==> src/verilog/bmcsp_pkg.sv <==
// Constants and types for the biphase-mark serial port.
// Behaviour
// - Device makes bit clock, open-drain output.
// - Frame select active-low open drain, low activates.
// - Transmit request: sample controller data, encode onto line.
// - Receive mode: detect, decode, output bits.
// - Receive bit valid at bit clock falling edge.
// - Transmit data sampled at bit clock rising.
// - Reset input active high restores reset state.
// - Transmit request overrides receive mode.
// - Transmit: frame select low first, then clock.
// - Request low: trailing edge, release line.
// - Line quiet: frame select returns high.
package bmcsp_pkg;

  localparam int CW = 12;

  // System clock rate and line bit timing
  localparam int CLK_MHZ   = 100;
  localparam int BIT_NS    = 3300;
  localparam int IDLE_NS   = 6600;
  localparam logic [CW-1:0] BIT_CYC =
    CW'((BIT_NS * CLK_MHZ) / 1000);
  localparam logic [CW-1:0] HALF_CYC  = CW'((BIT_NS * CLK_MHZ) / 2000);
  localparam logic [CW-1:0] THREEQ_CYC =
    CW'((BIT_NS * CLK_MHZ * 3) / 4000);
  localparam logic [CW-1:0] IDLE_CYC =
    CW'((IDLE_NS * CLK_MHZ) / 1000);

  // Bit buffer between line and controller
  localparam int FIFO_WIDTH = 1;
  localparam int FIFO_DEPTH = 32;

  // Pin drive: oe high drives level onto the wire; bit clock and frame select keep level low
  typedef struct packed {
    logic level;
    logic oe;
  } bmcsp_od_type;

  localparam bmcsp_od_type OD_RELEASED = '{level: 1'b0, oe: 1'b0};

  typedef enum logic [2:0] {
    ST_RX_IDLE,
    ST_RX_ACT,
    ST_TX_SEL,
    ST_TX_RUN,
    ST_TX_DRAIN,
    ST_TX_TAIL
  } bmcsp_state_type;

endpackage

==> src/verilog/bmcsp_fifo.sv <==
// Bit FIFO with valid/ready on both sides and a flush.
`timescale 1ns/1ps
module bmcsp_fifo #(
  parameter int WIDTH = 1,
  parameter int DEPTH = 32
) (
  // Clock and control
  input  wire logic             clk_sys,
  input  wire logic             reset,
  input  wire logic             ce,
  input  wire logic             flush,
  // Fill side
  input  wire logic             in_valid,
  output logic                  in_ready,
  input  wire logic [WIDTH-1:0] in_data,
  // Drain side
  output logic                  out_valid,
  input  wire logic             out_ready,
  output logic [WIDTH-1:0]      out_data
);

  localparam int AW = $clog2(DEPTH);

  logic [WIDTH-1:0] mem [DEPTH];
  logic [AW:0]      wr_ptr_r;
  logic [AW:0]      rd_ptr_r;
  logic             do_wr;
  logic             do_rd;

  assign in_ready  = (wr_ptr_r[AW-1:0] != rd_ptr_r[AW-1:0]) ||
                     (wr_ptr_r[AW] == rd_ptr_r[AW]);
  assign out_valid = (wr_ptr_r != rd_ptr_r);
  assign out_data  = mem[rd_ptr_r[AW-1:0]];
  assign do_wr     = in_valid && in_ready;
  assign do_rd     = out_valid && out_ready;

  always_ff @(posedge clk_sys) begin
    if (ce && do_wr) begin
      mem[wr_ptr_r[AW-1:0]] <= in_data;
    end
  end

  always_ff @(posedge clk_sys) begin
    if (reset || (ce && flush)) begin
      wr_ptr_r <= '0;
      rd_ptr_r <= '0;
    end else if (ce) begin
      if (do_wr) begin
        wr_ptr_r <= wr_ptr_r + 1'b1;
      end
      if (do_rd) begin
        rd_ptr_r <= rd_ptr_r + 1'b1;
      end
    end
  end

endmodule

==> src/verilog/bmcsp_port.sv <==
// Serial port between the biphase-mark line and the controller.
`timescale 1ns/1ps
module bmcsp_port
  import bmcsp_pkg::*;
(
  // Clock, reset, enable
  input  wire logic   clk_sys,
  input  wire logic   reset,
  input  wire logic   ce,
  // Configuration channel line
  input  wire logic   cc_line_in,
  output bmcsp_od_type cc_line_drive,
  // Controller serial side
  input  wire logic   tx_line_drive_request,
  input  wire logic   encode_data_in,
  output logic        decoded_data_out,
  output bmcsp_od_type bit_clock,
  output bmcsp_od_type transfer_frame_select
);

  function automatic logic tx_state(input bmcsp_state_type s);
    tx_state = (s == ST_TX_SEL) || (s == ST_TX_RUN) ||
               (s == ST_TX_DRAIN) || (s == ST_TX_TAIL);
  endfunction

  function automatic logic [CW-1:0] step(input logic [CW-1:0] c);
    step = (c == {CW{1'b1}}) ? c : c + 1'b1;
  endfunction

  bmcsp_state_type state_r;

  // Pin synchronisers
  logic [1:0] cc_sync_r;
  logic [1:0] req_sync_r;
  logic [1:0] dat_sync_r;
  logic       cc_prev_r;
  logic       cc_edge;
  logic       req_s;
  logic       dat_s;

  // Decoder
  logic [CW-1:0] dcnt_r;
  logic          dec_armed_r;
  logic          half_pend_r;
  logic          dec_push_r;
  logic          dec_data_r;
  logic          line_quiet;

  // Controller-side bit slots
  logic          slot_busy_r;
  logic [CW-1:0] scnt_r;
  logic          tx_push_r;
  logic          tx_data_r;
  logic          rx_pop;
  logic          tx_start;
  logic          slot_end;

  // Encoder
  logic          enc_busy_r;
  logic [CW-1:0] ecnt_r;
  logic          enc_bit_r;
  logic          enc_pop;
  logic [CW-1:0] tail_cnt_r;

  // FIFO hookup
  logic fifo_in_valid;
  logic fifo_in_ready;
  logic fifo_in_data;
  logic fifo_out_valid;
  logic fifo_out_ready;
  logic fifo_out_data;
  logic fifo_flush;

  assign cc_edge    = cc_sync_r[1] ^ cc_prev_r;
  assign req_s      = req_sync_r[1];
  assign dat_s      = dat_sync_r[1];
  assign line_quiet = (dcnt_r >= IDLE_CYC);

  always_ff @(posedge clk_sys) begin
    if (reset) begin
      cc_sync_r  <= 2'h0;
      req_sync_r <= 2'h0;
      dat_sync_r <= 2'h0;
      cc_prev_r  <= 1'b0;
    end else if (ce) begin
      cc_sync_r  <= {cc_sync_r[0], cc_line_in};
      req_sync_r <= {req_sync_r[0], tx_line_drive_request};
      dat_sync_r <= {dat_sync_r[0], encode_data_in};
      cc_prev_r  <= cc_sync_r[1];
    end
  end

  // Mode sequencing and frame select
  always_ff @(posedge clk_sys) begin
    if (reset) begin
      state_r               <= ST_RX_IDLE;
      transfer_frame_select <= OD_RELEASED;
      tail_cnt_r            <= '0;
    end else if (ce) begin
      case (state_r)
        ST_RX_IDLE: begin
          if (req_s) begin
            state_r                  <= ST_TX_SEL;
            transfer_frame_select.oe <= 1'b1;
            tail_cnt_r               <= '0;
          end else if (cc_edge) begin
            state_r                  <= ST_RX_ACT;
            transfer_frame_select.oe <= 1'b1;
          end
        end
        ST_RX_ACT: begin
          if (req_s) begin
            state_r    <= ST_TX_SEL;
            tail_cnt_r <= '0;
          end else if (line_quiet && !fifo_out_valid &&
                       !slot_busy_r) begin
            state_r                  <= ST_RX_IDLE;
            transfer_frame_select.oe <= 1'b0;
          end
        end
        ST_TX_SEL: begin
          tail_cnt_r <= step(tail_cnt_r);
          if (tail_cnt_r == HALF_CYC - 1'b1) begin
            state_r <= ST_TX_RUN;
          end
        end
        ST_TX_RUN: begin
          if (!req_s && !slot_busy_r) begin
            state_r <= ST_TX_DRAIN;
          end
        end
        ST_TX_DRAIN: begin
          if (!fifo_out_valid && !enc_busy_r) begin
            state_r    <= ST_TX_TAIL;
            tail_cnt_r <= '0;
          end
        end
        ST_TX_TAIL: begin
          tail_cnt_r <= step(tail_cnt_r);
          if (tail_cnt_r == HALF_CYC - 1'b1) begin
            state_r                  <= ST_RX_IDLE;
            transfer_frame_select.oe <= 1'b0;
          end
        end
        default: begin
          state_r                  <= ST_RX_IDLE;
          transfer_frame_select.oe <= 1'b0;
        end
      endcase
    end
  end

  // Biphase-mark decoder: long gap is a 0, two short gaps a 1
  always_ff @(posedge clk_sys) begin
    if (reset) begin
      dcnt_r      <= '0;
      dec_armed_r <= 1'b0;
      half_pend_r <= 1'b0;
      dec_push_r  <= 1'b0;
      dec_data_r  <= 1'b0;
    end else if (ce) begin
      dec_push_r <= 1'b0;
      if (tx_state(state_r)) begin
        dcnt_r      <= '0;
        dec_armed_r <= 1'b0;
        half_pend_r <= 1'b0;
      end else if (cc_edge) begin
        dcnt_r      <= '0;
        dec_armed_r <= 1'b1;
        if (dec_armed_r) begin
          if (dcnt_r >= THREEQ_CYC) begin
            dec_push_r  <= 1'b1;
            dec_data_r  <= 1'b0;
            half_pend_r <= 1'b0;
          end else if (half_pend_r) begin
            dec_push_r  <= 1'b1;
            dec_data_r  <= 1'b1;
            half_pend_r <= 1'b0;
          end else begin
            half_pend_r <= 1'b1;
          end
        end
      end else begin
        dcnt_r <= step(dcnt_r);
        if (line_quiet) begin
          dec_armed_r <= 1'b0;
          half_pend_r <= 1'b0;
        end
      end
    end
  end

  // One bit clock cycle per bit slot toward the controller
  // A new slot may start on the last count of the old one, so slots
  // follow each other at exactly one bit time
  assign slot_end = slot_busy_r && (scnt_r == BIT_CYC - 1'b1);
  assign rx_pop   = (state_r == ST_RX_ACT) && (!slot_busy_r || slot_end);
  // A full buffer stalls the clock instead of dropping controller bits
  assign tx_start = (state_r == ST_TX_RUN) && req_s &&
                    (!slot_busy_r || slot_end) && fifo_in_ready;

  always_ff @(posedge clk_sys) begin
    if (reset) begin
      slot_busy_r      <= 1'b0;
      scnt_r           <= '0;
      bit_clock        <= OD_RELEASED;
      decoded_data_out <= 1'b0;
      tx_push_r        <= 1'b0;
      tx_data_r        <= 1'b0;
    end else if (ce) begin
      tx_push_r <= 1'b0;
      if (!slot_busy_r || slot_end) begin
        scnt_r       <= '0;
        slot_busy_r  <= 1'b0;
        bit_clock.oe <= 1'b0;
        if (rx_pop && fifo_out_valid) begin
          slot_busy_r      <= 1'b1;
          decoded_data_out <= fifo_out_data;
        end else if (tx_start) begin
          slot_busy_r  <= 1'b1;
          bit_clock.oe <= 1'b1;
        end
      end else begin
        scnt_r <= scnt_r + 1'b1;
        if (scnt_r == HALF_CYC - 1'b1) begin
          // Only a slot opened in transmit has its clock low here; a
          // receive slot cut by a transmit request gives no edge at all
          if (bit_clock.oe) begin
            bit_clock.oe <= 1'b0;
            tx_push_r    <= 1'b1;
            tx_data_r    <= dat_s;
          end else if (!tx_state(state_r)) begin
            bit_clock.oe <= 1'b1;
          end
        end
      end
    end
  end

  // Biphase-mark encoder: edge at every boundary, mid edge for a 1
  // Chaining on the last count keeps each line bit exactly one bit time
  assign enc_pop = ((state_r == ST_TX_RUN) || (state_r == ST_TX_DRAIN)) &&
                   (!enc_busy_r || (ecnt_r == BIT_CYC - 1'b1));

  always_ff @(posedge clk_sys) begin
    if (reset) begin
      enc_busy_r    <= 1'b0;
      ecnt_r        <= '0;
      enc_bit_r     <= 1'b0;
      cc_line_drive <= OD_RELEASED;
    end else if (ce) begin
      if (enc_pop && fifo_out_valid) begin
        enc_busy_r          <= 1'b1;
        ecnt_r              <= '0;
        enc_bit_r           <= fifo_out_data;
        cc_line_drive.oe    <= 1'b1;
        cc_line_drive.level <= ~cc_line_drive.level;
      end else if (enc_busy_r) begin
        ecnt_r <= ecnt_r + 1'b1;
        if (ecnt_r == HALF_CYC - 1'b1 && enc_bit_r) begin
          cc_line_drive.level <= ~cc_line_drive.level;
        end
        if (ecnt_r == BIT_CYC - 1'b1) begin
          enc_busy_r <= 1'b0;
        end
      end else if (state_r == ST_TX_TAIL) begin
        if (tail_cnt_r == '0) begin
          cc_line_drive.level <= ~cc_line_drive.level;
        end else if (tail_cnt_r == HALF_CYC - 1'b1) begin
          cc_line_drive <= OD_RELEASED;
        end
      end else if (!tx_state(state_r)) begin
        cc_line_drive <= OD_RELEASED;
      end
    end
  end

  // Buffer path shared by both directions; cleared when transmit starts
  assign fifo_flush     = (state_r == ST_TX_SEL) ||
                          (state_r == ST_RX_IDLE && req_s);
  assign fifo_in_valid  = tx_state(state_r) ? tx_push_r : dec_push_r;
  assign fifo_in_data   = tx_state(state_r) ? tx_data_r : dec_data_r;
  assign fifo_out_ready = tx_state(state_r) ? enc_pop : rx_pop;

  bmcsp_fifo #(
    .WIDTH(FIFO_WIDTH),
    .DEPTH(FIFO_DEPTH)
  ) u_fifo (
    .clk_sys   (clk_sys),
    .reset     (reset),
    .ce        (ce),
    .flush     (fifo_flush),
    .in_valid  (fifo_in_valid),
    .in_ready  (fifo_in_ready),
    .in_data   (fifo_in_data),
    .out_valid (fifo_out_valid),
    .out_ready (fifo_out_ready),
    .out_data  (fifo_out_data)
  );

endmodule

==> config.mk <==
export PLATFORM = sky130hd
export DESIGN_NAME = bmcsp_port
export DESIGN_NICKNAME = d
export VERILOG_FILES = /design/src/verilog/bmcsp_pkg.sv /design/src/verilog/bmcsp_fifo.sv /design/src/verilog/bmcsp_port.sv
export SDC_FILE = /design/constraint.sdc
export NUM_CORES = 1
export LEC_CHECK = 0
export ABC_AREA = 1
export BUFFER_PORTS_ARGS = -buffer_cell sky130_fd_sc_hd__buf_2
export CAP_MARGIN = 15
export CORE_AREA = 2 2 100 174
export CTS_BUF_LIST = sky130_fd_sc_hd__clkbuf_8
export CTS_CLUSTER_DIAMETER = 100
export CTS_CLUSTER_SIZE = 14
export DETAILED_ROUTE_END_ITERATION = 6
export DIE_AREA = 0 0 102 176
export GPL_ROUTABILITY_DRIVEN = 0
export PLACE_DENSITY_LB_ADDON = 0.25
export SYNTH_ARGS = -nofsm -noshare
export SYNTH_HDL_FRONTEND = slang
export SYNTH_SLANG_ARGS = --single-unit
export TNS_END_PERCENT = 5
==> constraint.sdc <==
create_clock -name clk_sys -period 2.6 [get_ports clk_sys]
set_clock_uncertainty 0.15 [all_clocks]
set_input_delay 0.13 -clock clk_sys [delete_from_list [all_inputs] [get_ports clk_sys]]
set_output_delay 0.13 -clock clk_sys [all_outputs]
set_load 0.05 [all_outputs]
# Yosys cells after proc, flatten, opt, wreduce, memory -nomap -nowiden

Memories as Yosys holds them, arrays and structs flattened. A register that Yosys moved wholly into a read port is not among the register bits.
Cells that the tools add are included.

$add $sub $neg: 6
$mul: 0
Divide/modulo/power cells: 0
Order comparisons: 2
Eq/ne operators: 34
Shift-type cells: 0
Mux-type cells: 69
Bitwise logic cells: 5
Reductions and logical operators: 58

Operators by type and width:

| kind                                                                                  | count |
|---|---|
| 12-bit two-way mux                                                                    | 9 |
| 12-bit by 1-bit adder with 12-bit output, second input constant                       | 4 |
| 1-bit two-way mux                                                                     | 43 |
| 12-bit by 8-bit equality test with 1-bit output, second input constant                | 3 |
| 12-bit case mux with 3 select lines                                                   | 1 |
| 12-bit equality test, second input constant                                           | 2 |
| 12-bit by 9-bit equality test with 1-bit output, second input constant                | 2 |
| 3-bit two-way mux                                                                     | 8 |
| 1-bit logical AND                                                                     | 18 |
| 3-bit case mux with 6 select lines                                                    | 1 |
| 2-bit AND reduction                                                                   | 8 |
| 5-bit AND reduction                                                                   | 3 |
| 6-bit by 1-bit adder with 6-bit output, second input constant                         | 2 |
| 12-bit by 10-bit greater-or-equal comparator with 1-bit output, second input constant | 1 |
| 12-bit by 8-bit greater-or-equal comparator with 1-bit output, second input constant  | 1 |
| 12-bit zero test                                                                      | 1 |
| 5-bit two-way mux                                                                     | 2 |
| 2-bit != test, second input constant                                                  | 5 |
| 1-bit logical OR                                                                      | 9 |
| 3-bit by 1-bit != test with 1-bit output, second input constant                       | 3 |
| 3-bit != test, second input constant                                                  | 3 |
| 2-bit two-way mux                                                                     | 4 |
| 2-bit by 1-bit != test with 1-bit output, second input constant                       | 4 |
| 4-bit AND reduction                                                                   | 2 |
| 21 further kinds                                                                      | 35 |

Bits in registers: 84
Bits in latches: 0
RAM bits: 32
ROM bits: 0
Bits of input ports: 6
Logic and storage cells: 200
Memories kept: 1

Memories:

| name       | words | width | rd ports | clocked after Yosys merged registers in | wr ports | RTL line         | RTL |
|---|---|---|---|---|---|---|---|
| u_fifo.mem | 32    | 1     | 1        | 1                                       | 1        | bmcsp_fifo.sv:24 | `logic [WIDTH-1:0] mem [DEPTH];` |

# Logic depth before layout (Yosys ltp)

Depth in word-level cells: 9
Mapped depth: 13

# Hierarchy

Synthesis repeated with hierarchy kept, for this count alone.

Cell total of the unflattened synthesis: 935
Area, all modules: 6681.4 sq um

By module, submodules not included:

| module     | times used | cells each | area each (sq um) | seq. area each (sq um) |
|---|---|---|---|---|
| bmcsp_port | 1          | 655        | 4186.5            | 1441.4 |
| bmcsp_fifo | 1          | 280        | 2494.9            | 1301.2 |

# Worst setup path after synthesis

No wires, ideal clock.

Kind: register -> register
Start: reg state_r[1]
End: mem u_fifo.mem[0], data pin
Library setup time: 454 ps
Arrival time: 2216 ps
Required time: 1996 ps
Path slack: -220 ps
Cell stages (with the launch flop): 7
Path buffers: 0
Clock period less this slack: 2820 ps
Path through: dfxtp_1 inv_2 nand2_2 nor2_2 a21oi_2 nand2_2 o21ai_0

Cells in the longest elaborated chain, start to end: 5

Ends and longest elaborated chain:

| item                                           | RTL line          | RTL |
|---|---|---|
| start, declared                                | bmcsp_port.sv:30  | `bmcsp_state_type state_r;` |
| start signal, assigned                         | bmcsp_port.sv:96  | `state_r <= ST_RX_IDLE;` |
| start signal, assigned                         | bmcsp_port.sv:103 | `state_r <= ST_TX_SEL;` |
| start signal, assigned                         | bmcsp_port.sv:107 | `state_r <= ST_RX_ACT;` |
| 3-bit by 2-bit equality test with 1-bit output | bmcsp_port.sv:22  | `tx_state = (s == ST_TX_SEL) \|\| (s == ST_TX_RUN) \|\|` |
| 1-bit logical OR (2 in series)                 | bmcsp_port.sv:22  |  |
| 1-bit logical OR (*)                           | bmcsp_port.sv:23  | `(s == ST_TX_DRAIN) \|\| (s == ST_TX_TAIL);` |
| 1-bit two-way mux (*)                          | bmcsp_port.sv:282 | `assign fifo_in_data = tx_state(state_r) ? tx_data_r : dec_data_r;` |
| via fifo_in_data                               | bmcsp_port.sv:68  | `logic fifo_in_data;` |
| end, declared                                  | bmcsp_fifo.sv:24  |  |

Mark *: on every way through the listed nets, which the timed path passes. The rest lies on a longest branch.

# Worst setup path after layout

Start: reg u_fifo.wr_ptr_r[2]
End: reg u_fifo.rd_ptr_r[3]

Cells in the longest elaborated chain, start to end: 3

Ends and longest elaborated chain:

| item                                 | RTL line         | RTL |
|---|---|---|
| start, declared                      | bmcsp_fifo.sv:25 | `logic [AW:0] wr_ptr_r;` |
| start signal, assigned               | bmcsp_fifo.sv:49 | `wr_ptr_r <= wr_ptr_r + 1'b1;` |
| 6-bit != test                        | bmcsp_fifo.sv:32 | `assign out_valid = (wr_ptr_r != rd_ptr_r);` |
| 1-bit logical AND                    | bmcsp_fifo.sv:35 | `assign do_rd = out_valid && out_ready;` |
| 2-bit AND reduction (no source line) | n/a              |  |
| end signal, assigned                 | bmcsp_fifo.sv:52 | `rd_ptr_r <= rd_ptr_r + 1'b1;` |
| end, declared                        | bmcsp_fifo.sv:26 | `logic [AW:0] rd_ptr_r;` |

Every way passes these cells.
A chain may end at the register's enable or synchronous reset.

==> out/metrics.yaml <==
synthesis:
  syn_area_um2: 6520
  syn_inst: 915
  avgSynthCellArea_um2: 7.13
  ys_types: 40
  ys_seq_elements: 121
  seq_area_frac_synth_pct: 42.0
  async_flop_share_pct: 0
  synth_flop_cell: "dfxtp_1"
  yosysWarnings: 0
  synth_edf_count: 32
setup_path:
  start_kind: "flop"
  critPathMaxFanout: 12
  path_common_cell: "nand2_1"
  r2r_end: "u_fifo.rd_ptr_r[3]$_SDFFE_PP0N_"
  crit_arrival_ns: 2.51
  worstSetupPathType: "flop to flop"
  startpoint: "u_fifo.wr_ptr_r[2]$_SDFFE_PP0P_"
  crit_end: "u_fifo.rd_ptr_r[3]$_SDFFE_PP0N_"
  r2r-start: "u_fifo.wr_ptr_r[2]$_SDFFE_PP0P_"
  worst-r2r-setup-slack_ns: 0.28
  crit_required_ns: 2.79
  crit_slowest_cell: "dfxtp_1"
  end_kind: "flop"
  max_stage_delay_ns: 0.53
  crit_path_cell_trace: "inv_2 > nand2_1 > nand2_1 > nor2_1 > nand3_2 > nand3_2 > nor2_1 > nor2_2 > nand2_1 > a21oi_1"
  worstRegToRegCells: 10
pwr:
  sw_frac_of_total_pct: 37.0
  irDropWorstVdd_mv: 0.550
  p_comb_share_pct: 27.7
  leakagePower_nw: 2.72
  p_switching_mw: 2.02
  power.sequential.fraction_pct: 39.1
  cellPowerDensity_nw_per_um2: 747
  internal_power_mw: 3.44
  pwr-share-clk_pct: 33.1
finish:
  regArea_um2: 2740
  multi_input_area_um2: 3290
  drive_gt1_share_pct: 9.35
  fin_nets: 960
  filler_cell_count: 1751
  final_common_cell: "nand2_1"
  final_util_pct: 44.4
  n_antenna_cell: 0
  synthToLayoutAreaGrowth_pct: 12.0
  final_cell_mix: "208 x nand2_1, 130 x nor2_1, 95 x nand3_1"
floorplanning:
  die_area_um2: 18000
  die_h_um: 176
  start_util_pct: 39.7
  ios: 13
  die_w_um: 102
  core_area_um2: 16400
  rows: 62
routing:
  num_vias: 5905
  dr.pass1.iters: 4
  drt-total-wl_mm: 16.0
  drtAntennaViolNets: 0
  drc: 0
  drtIter0Drc: 188
  via_per_inst: 5.02
  route.detailed.wl_per_inst_um: 13.6
clock_tree:
  clk_latency_ns: 0.43
  cts_sinks: 121
  cts-root-buf: "clkbuf_8"
  cts_buffer_depth: 2
  cts_buffers: 17
  htree_num_levels: 4
  cts_tree: "done"
  path_clk_slew_ns: 0.08
  cts.repair.resized: 0
placement:
  dp_hpwl_mm: 12.1
  numPortBuffers: 10
  pre_cts_slack_ns: 0.278
worst_hold_path:
  min_path_type: "primary input to flop"
sta:
  rsz0062_at_grt: "no"
  hold_viol: 0
  layout_setup_ws_ns: 0.283
  finalCritPeriodShare_pct: 89.1
  setup_viol: 0
  final.setup.tns_ns: 0
  drv_slew: 0
  fmax_mhz: 432
  slew_headroom_pct: 44.7
  finalCriticalPeriod_ns: 2.32
  worst_pin_slew_ns: 0.827
run_status:
  status: "completed"
run:
  cap_violations: 0
grt:
  grt_pass1_vias: 5866
  antenna_found_initial: 0
  grt_first_pass_wirelength_mm: 27.2
  grt_max_degree: 33
  overflow: 0
  grtUsageTotal_pct: 19.1
[synthesized netlist by cell type, types with 3 or more instances]
library cell  count  area (µm²)
buf_2             4        20.0
nand3_1          95         475
ha_1             15         188
nor3_1           43         215
dfxtp_1          89        1780
o21ai_0          25         125
nand2_2          10        62.6
nand2_1         208         781
nor4_1            5        31.3
inv_2             7        26.3
inv_1            88         330
buf_4             7        52.6
nor3b_1           3        22.5
a21oi_1          64         320
nor2_1          130         488
clkbuf_1         12        45.0
nand4_1          17         106
xnor2_1           4        35.0
o21ai_1           6        30.0
xor2_1           23         201
edfxtp_1         32         961
[area by class of cell]
type | instances | share of cell area (%)
Multi-Input combinational cell | 674 | 45.1
Clock inverter | 15 | 2.59
Clock buffer | 17 | 3.20
Inverter | 95 | 4.88
Tap cell | 224 | 3.84
Sequential cell | 121 | 37.6
Timing Repair Buffer | 30 | 2.88
[stage by stage]
step                      std cells  instance area, µm²  hold slack, ns  total power [mW]
final                          1176                7300          0.0707              5.46
after floorplan                 916                6530           0.115              3.28
after global placement         1140                6840           0.211              3.68
after detailed placement       1140                6840           0.215              3.69
after CTS                      1176                7300          0.0405              5.52
after global routing           1176                7300          0.0718              5.79
[what timing repair did]
| action | 4_1_cts | 5_1_grt |
|---|---|---|
| hold buffers | 4 | 0 |
| buffers inserted | 0 | 0 |
| endpoints found under the setup margin | 0 | 0 |
| endpoints found under the hold margin | 8 | 0 |
[worst max-delay path: cells and delay by family, from the launching register on]
| family | cells | cell delay [ns] |
|---|---|---|
| buf+inv | 1 | 0.12 |
| compound gates | 1 | 0.18 |
| simple gates | 8 | 1.25 |
| flops | 1 | 0.53 |
[power groups by stage]
stage / Combinational (mW) / Sequential, mW / Clock (mW)
floorplan: 1.07 / 2.21 / 0
global placement: 1.50 / 2.18 / 0
detailed placement: 1.51 / 2.18 / 0
CTS: 1.52 / 2.14 / 1.86
global route: 1.71 / 2.15 / 1.93
finish: 1.51 / 2.14 / 1.81
[worst min-delay path by stage]
stage	startpoint	end	slack (ns)	cells after the start
finish	ce	dec_armed_r$_SDFFE_PP0P_	0.07	4
global route	ce	dec_armed_r$_SDFFE_PP0P_	0.07	4
CTS	ce	dec_armed_r$_SDFFE_PP0P_	0.04	4
detailed placement	cc_line_in	cc_sync_r[0]$_SDFFE_PP0P_	0.22	3
global placement	cc_line_in	cc_sync_r[0]$_SDFFE_PP0P_	0.21	3
floorplan	cc_line_in	cc_sync_r[0]$_SDFFE_PP0P_	0.11	2
[registers in the layout, indices dropped and copies added (netlist names), 2 cells and up, named ones only]
signal	count
cc_line_drive	2
cc_sync_r	2
dat_sync_r	2
dcnt_r	12
ecnt_r	12
req_sync_r	2
scnt_r	12
state_r	3
tail_cnt_r	12
u_fifo.mem	32
u_fifo.rd_ptr_r	6
u_fifo.wr_ptr_r	6
[per-layer routing]
| layer | vias up | wire length [µm] | global-route usage (%) |
|---|---|---|---|
| met4 | 0 | 616 | 9.61 |
| met2 | 97 | 8970 | 36.6 |
| met1 | 2720 | 6070 | 18.9 |
| li1 | 3042 | - | - |
| met3 | 46 | 342 | 3.37 |
| met5 | - | 0 | 0 |
[cells by family (layout without fill, tap and decap cells)]
kind of cell / Yosys count / count (layout) / synth area share, %
compound gates: 108 / 108 / 8.98
other cells: 1 / 2 / 0.0575
fa+ha+maj: 15 / 15 / 2.88
xor+xnor: 27 / 27 / 3.63
flops: 121 / 121 / 42.0
buf+inv: 121 / 157 / 7.56
simple gates: 522 / 522 / 34.9
(Power assumes the default switching activity.)
